--- config.mk ---
export PLATFORM = sky130hd
export DESIGN_NAME = mre_exec
export DESIGN_NICKNAME = d
export VERILOG_FILES = /design/src/hw/mre_pkg.sv /design/src/hw/mre_exec.sv /design/src/hw/mre_decoder.sv
export SDC_FILE = /design/constraint.sdc
export NUM_CORES = 1
export LEC_CHECK = 0
export BUFFER_PORTS_ARGS = -buffer_cell sky130_fd_sc_hd__buf_2
export CELL_PAD_IN_SITES_DETAIL_PLACEMENT = 0
export CELL_PAD_IN_SITES_GLOBAL_PLACEMENT = 1
export CORE_UTILIZATION = 40
export CTS_CLUSTER_SIZE = 8
export DETAILED_ROUTE_END_ITERATION = 12
export GPL_ROUTABILITY_DRIVEN = 0
export GPL_TIMING_DRIVEN = 0
export PLACE_DENSITY = 0.89
export REMOVE_ABC_BUFFERS = 1
export SLEW_MARGIN = 30
export SYNTH_ARGS = -nofsm -noshare
export SYNTH_HDL_FRONTEND = slang
export SYNTH_SLANG_ARGS = --single-unit
--- constraint.sdc ---
create_clock -name CLK -period 4.5 [get_ports CLK]
set_input_delay 1.35 -clock CLK [delete_from_list [all_inputs] [get_ports CLK]]
set_output_delay 1.35 -clock CLK [all_outputs]
set_load 0.005 [all_outputs]
--- src/hw/mre_pkg.sv ---
// Operation
// RL1 - The OR-with-file instruction ORs the work register with the file operand and updates only the zero flag.
// RL2 - A destination bit of zero sends the result to the work register, a one sends it back to the file register.
// RL3 - Move-work-to-file copies the work register into file register 0 to 31 and leaves every flag alone.
// RL4 - Move-file copies the file register to the chosen destination and updates the zero flag from the value.
// RL5 - Move-file with destination one rewrites the same value, so the zero flag tests the register.
// RL6 - The bank literal instruction loads a 3-bit value 0 to 7 into the bank select register, no flag changes.
// RL7 - The load-option instruction copies the work register into the option register, no flag changes.
// RL8 - The work literal instruction loads an 8-bit value into the work register, no flag changes.
// RL9 - Each return reloads the program counter from the popped stack top, takes two cycles, changes no flag.
// RL10 - Return-from-interrupt also sets the global interrupt enable bit of the first interrupt control register.
// RL11 - Return-with-literal loads its 8-bit literal into the work register while it returns.
// RL12 - Where the zero flag is affected it is set for an all-zero 8-bit result and cleared otherwise.
package mre_pkg;

   localparam int DATA_W  = 8;
   localparam int FADDR_W = 5;
   localparam int BANK_W  = 3;
   localparam int INSTR_W = 12;
   localparam int PC_W    = 11;
   localparam int RADDR_W = 3;

   // Opcode masks and match values
   localparam logic [INSTR_W-1:0] MASK_FULL   = 12'hFFF;
   localparam logic [INSTR_W-1:0] MASK_W2F    = 12'hFE0;
   localparam logic [INSTR_W-1:0] MASK_FDEST  = 12'hFC0;
   localparam logic [INSTR_W-1:0] MASK_BANK   = 12'hFF8;
   localparam logic [INSTR_W-1:0] MASK_LIT    = 12'hF00;
   localparam logic [INSTR_W-1:0] CODE_W2F    = 12'h020;
   localparam logic [INSTR_W-1:0] CODE_OR_WF  = 12'h100;
   localparam logic [INSTR_W-1:0] CODE_MOV_F  = 12'h200;
   localparam logic [INSTR_W-1:0] CODE_OPTION = 12'h002;
   localparam logic [INSTR_W-1:0] CODE_BANK   = 12'h010;
   localparam logic [INSTR_W-1:0] CODE_RET    = 12'h01E;
   localparam logic [INSTR_W-1:0] CODE_RETIRQ = 12'h01F;
   localparam logic [INSTR_W-1:0] CODE_RETLIT = 12'h800;
   localparam logic [INSTR_W-1:0] CODE_LDLIT  = 12'hC00;
   localparam int DEST_BIT = 5;

   // Register port map
   localparam logic [RADDR_W-1:0] REG_WORK   = 3'h0;
   localparam logic [RADDR_W-1:0] REG_STATUS = 3'h1;
   localparam logic [RADDR_W-1:0] REG_BANK   = 3'h2;
   localparam logic [RADDR_W-1:0] REG_OPTION = 3'h3;
   localparam logic [RADDR_W-1:0] REG_IRQ0   = 3'h4;
   localparam logic [RADDR_W-1:0] REG_EXEC   = 3'h5;
   localparam int ZERO_BIT   = 2;
   localparam int IRQ_EN_BIT = 7;
   localparam int BUSY_BIT   = 7;

   // Reset values
   localparam logic [DATA_W-1:0] RST_WORK   = 8'h00;
   localparam logic [DATA_W-1:0] RST_OPTION = 8'hFF;
   localparam logic [BANK_W-1:0] RST_BANK   = 3'h0;
   localparam logic              RST_ZERO   = 1'b0;
   localparam logic              RST_IRQ_EN = 1'b0;

   // Return instructions occupy two cycles
   localparam int RET_CYCLES = 2;

   typedef enum logic [3:0] {
      OP_NONE        = 4'h0,
      OP_OR_WF       = 4'h1,
      OP_WORK_TO_F   = 4'h2,
      OP_MOVE_FILE   = 4'h3,
      OP_LOAD_BANK   = 4'h4,
      OP_LOAD_OPTION = 4'h5,
      OP_LOAD_WORK   = 4'h6,
      OP_RETURN      = 4'h7,
      OP_RET_IRQ     = 4'h8,
      OP_RET_LIT     = 4'h9
   } mre_op_t;

   typedef struct packed {
      mre_op_t             op;
      logic                dest_file;
      logic [FADDR_W-1:0]  faddr;
      logic [DATA_W-1:0]   lit;
   } mre_dec_t;

   typedef struct packed {
      logic                we;
      logic [FADDR_W-1:0]  addr;
      logic [DATA_W-1:0]   data;
   } mre_fwr_t;

endpackage

--- src/hw/mre_exec.sv ---
// Strobed register access and the register addresses are this design's own decisions.
`timescale 1ns/100ps
module mre_exec
   import mre_pkg::*;
(
   // Clock and reset
   input  wire logic                CLK,
   input  wire logic                RST,
   // Instruction stream
   input  wire logic                INSTR_VALID,
   input  wire logic [INSTR_W-1:0]  INSTR,
   output logic                     BUSY,
   // File register operand and write-back
   input  wire logic [DATA_W-1:0]   FILE_RDATA,
   output logic                     FILE_WE,
   output logic [FADDR_W-1:0]       FILE_WADDR,
   output logic [DATA_W-1:0]        FILE_WDATA,
   // Program flow
   input  wire logic [PC_W-1:0]     STACK_TOP,
   output logic                     STACK_POP,
   output logic                     PC_LOAD,
   output logic [PC_W-1:0]          PC_VALUE,
   // Core state
   output logic [DATA_W-1:0]        WORK,
   output logic                     ZERO,
   output logic [BANK_W-1:0]        BANK_SELECT,
   output logic [DATA_W-1:0]        OPTION_CFG,
   output logic                     GLOBAL_IRQ_ENABLE,
   // Register port
   input  wire logic [RADDR_W-1:0]  REG_ADDR,
   input  wire logic [DATA_W-1:0]   REG_WDATA,
   input  wire logic                REG_WR,
   input  wire logic                REG_RD,
   output logic [DATA_W-1:0]        REG_RDATA
);

   mre_dec_t           dec;
   logic               take;
   logic               is_ret;
   logic [DATA_W-1:0]  res;
   logic               res_valid;
   logic               res_zero_upd;
   logic               sw_wr;

   logic [DATA_W-1:0]  work_q;
   logic [DATA_W-1:0]  work_d;
   logic               zero_q;
   logic               zero_d;
   logic [BANK_W-1:0]  bank_q;
   logic [BANK_W-1:0]  bank_d;
   logic [DATA_W-1:0]  option_q;
   logic [DATA_W-1:0]  option_d;
   logic               irq_en_q;
   logic               irq_en_d;
   mre_fwr_t           fwr_q;
   mre_fwr_t           fwr_d;
   logic               busy_q;
   logic               pop_q;
   logic               pc_load_q;
   logic [PC_W-1:0]    pc_q;
   mre_op_t            last_op_q;
   logic [DATA_W-1:0]  rdata_q;
   logic [DATA_W-1:0]  rdata_d;

   mre_decoder u_dec (
      .instr (INSTR),
      .dec   (dec)
   );

   // Second cycle of a return discards the fetched word
   assign take   = INSTR_VALID && !busy_q;
   assign is_ret = (dec.op == OP_RETURN) || (dec.op == OP_RET_IRQ) ||
                   (dec.op == OP_RET_LIT);
   assign sw_wr  = REG_WR && !REG_RD;

   // Result path for the destination-bit instructions
   always_comb begin
      res          = FILE_RDATA;
      res_valid    = 1'b0;
      res_zero_upd = 1'b0;
      if (take) begin
         unique case (dec.op)
            OP_OR_WF: begin
               res          = work_q | FILE_RDATA; // RL1
               res_valid    = 1'b1;
               res_zero_upd = 1'b1;
            end
            OP_MOVE_FILE: begin
               res          = FILE_RDATA; // RL4 RL5
               res_valid    = 1'b1;
               res_zero_upd = 1'b1;
            end
            default: begin
               res          = FILE_RDATA;
               res_valid    = 1'b0;
               res_zero_upd = 1'b0;
            end
         endcase
      end
   end

   // Work register
   // Instruction result is applied last, so it wins over a software write
   always_comb begin
      work_d = work_q;
      if (sw_wr && REG_ADDR == REG_WORK) begin
         work_d = REG_WDATA;
      end
      if (res_valid && !dec.dest_file) begin
         work_d = res; // RL2
      end else if (take && dec.op == OP_LOAD_WORK) begin
         work_d = dec.lit; // RL8
      end else if (take && dec.op == OP_RET_LIT) begin
         work_d = dec.lit; // RL11
      end
   end

   always_ff @(posedge CLK) begin
      if (RST) begin
         work_q <= RST_WORK;
      end else begin
         work_q <= work_d;
      end
   end

   // Zero flag, only OR and move-file touch it
   // Software write first, an instruction in the same cycle overrides it
   always_comb begin
      zero_d = zero_q;
      if (sw_wr && REG_ADDR == REG_STATUS) begin
         zero_d = REG_WDATA[ZERO_BIT];
      end
      if (res_zero_upd) begin
         zero_d = (res == '0); // RL12 RL1 RL4
      end
   end

   always_ff @(posedge CLK) begin
      if (RST) begin
         zero_q <= RST_ZERO;
      end else begin
         zero_q <= zero_d;
      end
   end

   // Bank select
   // Only the low three literal bits reach the bank register
   always_comb begin
      bank_d = bank_q;
      if (sw_wr && REG_ADDR == REG_BANK) begin
         bank_d = REG_WDATA[BANK_W-1:0];
      end
      if (take && dec.op == OP_LOAD_BANK) begin
         bank_d = dec.lit[BANK_W-1:0]; // RL6
      end
   end

   always_ff @(posedge CLK) begin
      if (RST) begin
         bank_q <= RST_BANK;
      end else begin
         bank_q <= bank_d;
      end
   end

   // Option configuration
   // Takes the work register as it stood before this edge
   always_comb begin
      option_d = option_q;
      if (sw_wr && REG_ADDR == REG_OPTION) begin
         option_d = REG_WDATA;
      end
      if (take && dec.op == OP_LOAD_OPTION) begin
         option_d = work_q; // RL7
      end
   end

   always_ff @(posedge CLK) begin
      if (RST) begin
         option_q <= RST_OPTION;
      end else begin
         option_q <= option_d;
      end
   end

   // Global interrupt enable, set by return-from-interrupt
   // Set wins over a software clear in the same cycle
   always_comb begin
      irq_en_d = irq_en_q;
      if (sw_wr && REG_ADDR == REG_IRQ0) begin
         irq_en_d = REG_WDATA[IRQ_EN_BIT];
      end
      if (take && dec.op == OP_RET_IRQ) begin
         irq_en_d = 1'b1; // RL10
      end
   end

   always_ff @(posedge CLK) begin
      if (RST) begin
         irq_en_q <= RST_IRQ_EN;
      end else begin
         irq_en_q <= irq_en_d;
      end
   end

   // File register write-back
   // Address from the decoded word and data from the result path (work register for move-work-to-file) are registered every cycle, the strobe lasts one cycle
   always_comb begin
      fwr_d.we   = 1'b0;
      fwr_d.addr = dec.faddr;
      fwr_d.data = res;
      if (res_valid && dec.dest_file) begin
         fwr_d.we = 1'b1; // RL2 RL5
      end else if (take && dec.op == OP_WORK_TO_F) begin
         fwr_d.we   = 1'b1;
         fwr_d.data = work_q; // RL3
      end
   end

   always_ff @(posedge CLK) begin
      if (RST) begin
         fwr_q <= '0;
      end else begin
         fwr_q <= fwr_d;
      end
   end

   // Returns: pop and reload, then one discarded cycle
   // Reload address stands until the next return
   always_ff @(posedge CLK) begin
      if (RST) begin
         pop_q     <= 1'b0;
         pc_load_q <= 1'b0;
         pc_q      <= '0;
      end else begin
         pop_q     <= take && is_ret; // RL9
         pc_load_q <= take && is_ret;
         if (take && is_ret) begin
            pc_q <= STACK_TOP; // RL9
         end
      end
   end

   // Busy marks the discarded second cycle of a return
   always_ff @(posedge CLK) begin
      if (RST) begin
         busy_q <= 1'b0;
      end else begin
         busy_q <= take && is_ret && (RET_CYCLES > 1); // RL9
      end
   end

   // Last taken operation, shown in the exec status register
   always_ff @(posedge CLK) begin
      if (RST) begin
         last_op_q <= OP_NONE;
      end else if (take) begin
         last_op_q <= dec.op;
      end
   end

   // Register read, data one cycle after the strobe
   // Idle cycles and unmapped addresses read zero
   always_comb begin
      rdata_d = '0;
      if (REG_RD) begin
         unique case (REG_ADDR)
            REG_WORK:   rdata_d = work_q;
            REG_STATUS: rdata_d[ZERO_BIT] = zero_q;
            REG_BANK:   rdata_d[BANK_W-1:0] = bank_q;
            REG_OPTION: rdata_d = option_q;
            REG_IRQ0:   rdata_d[IRQ_EN_BIT] = irq_en_q;
            REG_EXEC: begin
               rdata_d[BUSY_BIT] = busy_q;
               rdata_d[3:0]      = last_op_q;
            end
            default:    rdata_d = '0;
         endcase
      end
   end

   always_ff @(posedge CLK) begin
      if (RST) begin
         rdata_q <= '0;
      end else begin
         rdata_q <= rdata_d;
      end
   end

   assign BUSY              = busy_q;
   assign FILE_WE           = fwr_q.we;
   assign FILE_WADDR        = fwr_q.addr;
   assign FILE_WDATA        = fwr_q.data;
   assign STACK_POP         = pop_q;
   assign PC_LOAD           = pc_load_q;
   assign PC_VALUE          = pc_q;
   assign WORK              = work_q;
   assign ZERO              = zero_q;
   assign BANK_SELECT       = bank_q;
   assign OPTION_CFG        = option_q;
   assign GLOBAL_IRQ_ENABLE = irq_en_q;
   assign REG_RDATA         = rdata_q;

endmodule

--- src/hw/mre_decoder.sv ---
`timescale 1ns/100ps
module mre_decoder
   import mre_pkg::*;
(
   // Instruction word
   input  wire logic [INSTR_W-1:0] instr,
   // Decoded fields
   output mre_dec_t                dec
);

   function automatic logic hit(input logic [INSTR_W-1:0] w,
                                input logic [INSTR_W-1:0] m,
                                input logic [INSTR_W-1:0] c);
      hit = ((w & m) == c);
   endfunction

   always_comb begin
      dec.dest_file = instr[DEST_BIT];
      dec.faddr     = instr[FADDR_W-1:0];
      dec.lit       = instr[DATA_W-1:0];
      if (hit(instr, MASK_FDEST, CODE_OR_WF)) begin
         dec.op = OP_OR_WF;
      end else if (hit(instr, MASK_W2F, CODE_W2F)) begin
         dec.op = OP_WORK_TO_F;
      end else if (hit(instr, MASK_FDEST, CODE_MOV_F)) begin
         dec.op = OP_MOVE_FILE;
      end else if (hit(instr, MASK_BANK, CODE_BANK)) begin
         dec.op = OP_LOAD_BANK;
      end else if (hit(instr, MASK_FULL, CODE_OPTION)) begin
         dec.op = OP_LOAD_OPTION;
      end else if (hit(instr, MASK_LIT, CODE_LDLIT)) begin
         dec.op = OP_LOAD_WORK;
      end else if (hit(instr, MASK_FULL, CODE_RET)) begin
         dec.op = OP_RETURN;
      end else if (hit(instr, MASK_FULL, CODE_RETIRQ)) begin
         dec.op = OP_RET_IRQ;
      end else if (hit(instr, MASK_LIT, CODE_RETLIT)) begin
         dec.op = OP_RET_LIT;
      end else begin
         dec.op = OP_NONE;
      end
   end

endmodule

### Word level (Yosys, flattened, before mapping)

Cells that the tools add are included.

* bits in latches: 0
* input bits: 47
* register bits: 59
* memory bits (read-only): 0
* memories: 0
* output and inout port bits: 57
* RAM bits: 0

* bitwise logic cells: 2
* multiplexer cells: 34
* add/subtract/negate cells: 0
* multiply operators: 0
* shift operators: 0
* div/mod/pow operators: 0
* $lt $le $gt $ge: 0
* reductions and logical operators: 30
* eq/ne operators: 23

Operators with widths (count)
* 8-bit two-way mux: 10
* 4-bit two-way mux: 9
* 12-bit by 5-bit == test with 1-bit output, second input constant: 2
* 4-bit by 3-bit == test with 1-bit output, second input constant: 4
* 4-bit == test, second input constant: 4
* 1-bit logical AND: 16
* 12-bit by 2-bit == test with 1-bit output, second input constant: 1
* 9-bit by 2-bit == test with 1-bit output, second input constant: 1
* 4-bit by 2-bit == test with 1-bit output, second input constant: 2
* 8-bit logical NOT: 1
* 1-bit two-way mux: 8
* 8-bit OR: 1
* 2-bit one-hot mux with 4 select lines: 1
* 2-bit nonzero test: 4
* 7-bit by 1-bit == test with 1-bit output, second input constant: 1
* 3-bit by 2-bit == test with 1-bit output, second input constant: 2
* 3-bit == test, second input constant: 2
* 6-bit by 3-bit == test with 1-bit output, second input constant: 1
* 6-bit by 4-bit == test with 1-bit output, second input constant: 1
* 3-bit two-way mux: 2
* 3-bit one-hot mux with 2 select lines: 1
* 1-bit one-hot mux with 5 select lines: 1
* 4-bit by 1-bit == test with 1-bit output, second input constant: 1
* 1-bit one-hot mux with 4 select lines: 1
* other kinds (8): 12

### Logic depth before layout (Yosys ltp)

* word-level depth: 16
* gate-level depth with buffers: 8
* mapped depth without buffers: 5

### Cells and area by module

Synthesis repeated with hierarchy kept, for this count alone.

* cells, all modules: 353
* area total of the unflattened synthesis: 2990.4 um^2

Modules (own cells, without submodules)
* mre_exec: area an instance 2722.6 um^2, cells each 315, times used 1
* mre_decoder: area an instance 267.8 um^2, cells each 38, times used 1

### Worst setup path after synthesis

Ideal clock, no wire load.

* kind: input -> register
* start point: in INSTR[7]
* end point: reg work_q[1], in the netlist WORK[1]
* required time: 4375 ps
* arrival: 2981 ps
* cell stages on the path: 7
* setup slack: 1393 ps
* path buffers: 2
* path through: or3_4 -> or4_4 -> or2_1 -> buf_6 -> buf_6 -> a211oi_1 -> a211oi_1

* word-level cells in the longest chain between the ends: 15
* elaborated cells on any way between the ends: 31
* those cells by class: eq/ne (11); mux (15); reduce/logical (5)

Ends and longest elaborated chain
* from (decl): RTL line mre_exec.sv:11 `input wire logic [INSTR_W-1:0] INSTR,`
* 12-bit by 5-bit == test with 1-bit output: RTL line mre_decoder.sv:14 `hit = ((w & m) == c);`
* 4-bit two-way mux: RTL line mre_decoder.sv:35 `end else if (hit(instr, MASK_FULL, CODE_RETIRQ)) begin`
* 4-bit two-way mux: RTL line mre_decoder.sv:33 `end else if (hit(instr, MASK_FULL, CODE_RET)) begin`
* 4-bit two-way mux: RTL line mre_decoder.sv:31 `end else if (hit(instr, MASK_LIT, CODE_LDLIT)) begin`
* 4-bit two-way mux: RTL line mre_decoder.sv:29 `end else if (hit(instr, MASK_FULL, CODE_OPTION)) begin`
* 4-bit two-way mux: RTL line mre_decoder.sv:27 `end else if (hit(instr, MASK_BANK, CODE_BANK)) begin`
* 4-bit two-way mux: RTL line mre_decoder.sv:25 `end else if (hit(instr, MASK_FDEST, CODE_MOV_F)) begin`
* 4-bit two-way mux: RTL line mre_decoder.sv:23 `end else if (hit(instr, MASK_W2F, CODE_W2F)) begin`
* 4-bit two-way mux *: RTL line mre_decoder.sv:21 `if (hit(instr, MASK_FDEST, CODE_OR_WF)) begin`
* 4-bit by 2-bit == test with 1-bit output / 4-bit by 1-bit == test with 1-bit output (equally long branches): RTL line mre_exec.sv:82 `unique case (dec.op)`
* 2-bit OR reduction (no source line)
* 1-bit two-way mux: RTL line mre_exec.sv:82
* 1-bit two-way mux: RTL line mre_exec.sv:81 `if (take) begin`
* 1-bit logical AND: RTL line mre_exec.sv:109 `if (res_valid && !dec.dest_file) begin`
* 4-bit nonzero test (no source line) / 8-bit two-way mux (equally long branches)
* to (signal assigned): RTL line mre_exec.sv:122 `work_q <= work_d;`
* to (decl): RTL line mre_exec.sv:45 `logic [DATA_W-1:0] work_q;`

Every way passes the cells marked *; elsewhere a longest branch is shown, timed or not.
A chain may end at the register's enable or synchronous reset.

### Worst setup path in the final report

* start point: in INSTR[10]
* end point: reg fwr_q, in the netlist FILE_WDATA[6]

* word-level cells in the longest chain between the ends: 16
* elaborated cells on any way between the ends: 30
* those cells by class: eq/ne (12); mux (15); reduce/logical (3)

Ends and longest elaborated chain
* 4-bit == test: RTL line mre_decoder.sv:14
* 4-bit two-way mux: RTL line mre_decoder.sv:37 `end else if (hit(instr, MASK_LIT, CODE_RETLIT)) begin`
* 4-bit two-way mux: RTL line mre_decoder.sv:35
* 4-bit two-way mux: RTL line mre_decoder.sv:33
* 4-bit two-way mux: RTL line mre_decoder.sv:31
* 4-bit two-way mux: RTL line mre_decoder.sv:29
* 4-bit two-way mux: RTL line mre_decoder.sv:27
* 4-bit two-way mux: RTL line mre_decoder.sv:25
* 4-bit two-way mux: RTL line mre_decoder.sv:23
* 4-bit two-way mux *: RTL line mre_decoder.sv:21
* 4-bit by 2-bit == test with 1-bit output / 4-bit by 1-bit == test with 1-bit output (equally long branches): RTL line mre_exec.sv:82
* 2-bit OR reduction (no source line)
* 1-bit two-way mux: RTL line mre_exec.sv:82
* 1-bit two-way mux: RTL line mre_exec.sv:81
* 1-bit logical AND: RTL line mre_exec.sv:212 `if (res_valid && dec.dest_file) begin`
* 8-bit two-way mux *: RTL line mre_exec.sv:212
* to (signal assigned): RTL line mre_exec.sv:224 `fwr_q <= fwr_d;`
* to (decl): RTL line mre_exec.sv:55 `mre_fwr_t fwr_q;`

Marks and branches as above.

==> reports/qor.yml <==
outcome:
  status: "complete, no violations"
critical_path:
  crit_fanout: 11
  critPathLaunchType: "input pin"
  end_kind: "flop"
  path_class: "input pin to flop"
  crit_required_ns: 4.68
  critical_path_arrival_ns: 3.47
synth:
  ys_async_sr_fraction_pct: 0
  syn_avg_cell_area_sq_um: 8.815
  syn_area_sq_um: 3120
  ys_warn_count: 0
  synth_common_cells: "dfxtp_1, nor2_1, a211oi_1"
  ys_ff_latch: 59
  synth_top_cell_area_share_pct: 37.85
  synth_top_area_cell: "dfxtp_1"
  synthFlopType: "dfxtp_1"
  synth_top_cells_by_area: "dfxtp_1, mux2i_1, a211oi_1, nor2_1, nor2b_1"
  synth.most_common_cell: "dfxtp_1"
  syn_inst: 354
  yosysSeqAreaShare_pct: 37.85
  synth_edf_count: 0
  synth_cell_types: 54
layout:
  final_util_pct: 51.31
  area_delta_synth_final_pct: 21.81
  layout-drive-gt1-share_pct: 33.18
  multiInputGateArea_sq_um: 1739
  nFillCells: 717
  stdcell_count: 545
  final_nets: 489
  antenna_cells: 0
  seqCellArea_sq_um: 1181
floorplanning:
  fp.dieArea_sq_um: 8159
  design.portCount: 104
  start_util_pct: 42.12
  coreArea_sq_um: 7408
  rows: 31
  die_w_microns: 90.33
  fp.dieH_microns: 90.33
detailed_routing:
  antenna_left: 0
  drc: 0
  vias: 2963
  drt-total-wl_microns: 8460
  drt_iter0_markers: 144
  wl_per_cell_microns: 15.52
  drt_pass1_iterations: 4
  via_per_inst: 5.437
power:
  power_density_nw_per_um2: 313.1
  ir_worst_vdd_uv: 161.6
  p_leak_uw: 0.001650
worst_hold_path:
  min_path_type: "flop to flop"
clock_tree:
  cts_buffer_depth: 2
  cts-root-buf: "clkbuf_8"
  insertion_delay_ns: 0.34
  clock_sink_count: 59
  cts_setup_buffers: 0
  clk_pin_slew_ns: 0.06
  cts_resized: 0
  hold_buffers: 0
  cts_tree: "built"
  htree_levels: 3
  numCtsBuffers: 9
placement:
  dp_cells: 530
  numPortBuffers: 103
  dp_hpwl_microns: 6165
sta:
  setup_tns_ns: 0
  slew_viol_final: 0
  fmax_mhz: 304.3
  clock_skew_ns: 0.01273
  relSlewSlack_pct: 47.71
  grt_setup_unrepaired: "false"
  min_period_ns: 3.286
  finalSetupViolCount: 0
  period_share_pct: 73.02
  tightest_slew_ns: 0.7839
  finalHoldViolations: 0
global_routing:
  grt_pass1_wl_microns: 13720
  track_usage_pct: 20.93
  antenna_found_initial: 0
  grt_max_degree: 62
  grt_pass1_vias: 2724
  grt.overflow.total: 0
flow_run:
  drv_cap: 0
-- logic make-up (layout without fill, tap and decap cells) --
group / Yosys count / count (layout) / synth area share (%)
compound gates: 75 / 75 / 17.92
xor+xnor: 1 / 1 / 0.2807
buf+inv: 36 / 128 / 7.137
flops: 59 / 59 / 37.85
mux: 31 / 31 / 10.59
simple gates: 152 / 152 / 26.22
-- path summary, 6_finish.rpt --
check	to	cells after the start	slack, ns	from
worst max-delay path	FILE_WDATA[6]	6	1.21	INSTR[10]
worst min-delay path	last_op_q[1]	2	0.48	last_op_q[1]
worst max register to register	WORK[0]	5	2.30	BUSY
worst min register to register	last_op_q[1]	2	0.48	last_op_q[1]
-- state kept, by name, indices dropped and copies added, names as in the netlist --
| signal | cells |
|---|---|
| REG_RDATA | 8 |
| FILE_WADDR | 5 |
| last_op_q | 4 |
| GLOBAL_IRQ_ENABLE | 1 |
| FILE_WDATA | 8 |
| BUSY | 1 |
| PC_VALUE | 11 |
| BANK_SELECT | 3 |
| ZERO | 1 |
| OPTION_CFG | 8 |
| FILE_WE | 1 |
| WORK | 8 |
-- per-stage QoR --
step / total power [uW] / hold WS, ns / instance area (sq um) / setup slack (ns)
3_3_place_gp: 703.9 / 0.4633 / 3575 / 0.6914
5_1_grt: 1240 / 0.5078 / 3801 / 1.089
4_1_cts: 1197 / 0.4859 / 3792 / 1.201
6_report: 1190 / 0.4827 / 3801 / 1.214
3_5_place_dp: 706.7 / 0.4779 / 3591 / 0.8565
2_1_floorplan: 628.9 / 0.4300 / 2935 / 1.407
-- where the power goes --
| group | switching [uW] | internal [uW] | leakage [uW] |
|---|---|---|---|
| Combinational | 81.7 | 62.5 | 0.00107 |
| Clock | 211 | 282 | 0.0000974 |
| Sequential | 14.4 | 539 | 0.000481 |
-- cell type report --
| class | count | share of cell area [%] |
|---|---|---|
| multi-input combinational | 259 | 45.75 |
| sequential | 59 | 31.07 |
| timing repair buffer | 103 | 13.63 |
| clock buffer | 11 | 3.983 |
| tap | 99 | 3.259 |
| clock inverter | 4 | 1.317 |
| inverter | 10 | 0.9875 |
-- worst max-delay path, cell delays in order --
cell,delay [ns]
buf_2,0.17
or4_1,0.55
a21o_1,0.24
nor4_4,0.53
and2_0,0.45
o311ai_0,0.17
-- layout by cell type, fill, tap and decap left out, types with 5 or more instances in the layout --
master      n
buf_2     102
dfxtp_1    59
nor2_1     45
a211oi_1   28
nand2_1    25
mux2i_1    24
nor2b_1    20
nand3_1    19
clkbuf_8   11
inv_1      10
nor3_1      8
a21oi_1     8
o311ai_0    8
a31o_2      7
mux2_2      6
a22oi_1     5
-- layer usage --
metal  global-route usage, %  share of wire (%)  up-vias
li1                        -                  -     1459
met1                   29.02                 49     1377
met2                   32.12                 44      119
met3                   4.125                6.4        8
met4                   7.661               0.86        0
met5                       0                  0        -
Note: power is estimated with default switching activity, not from simulation.
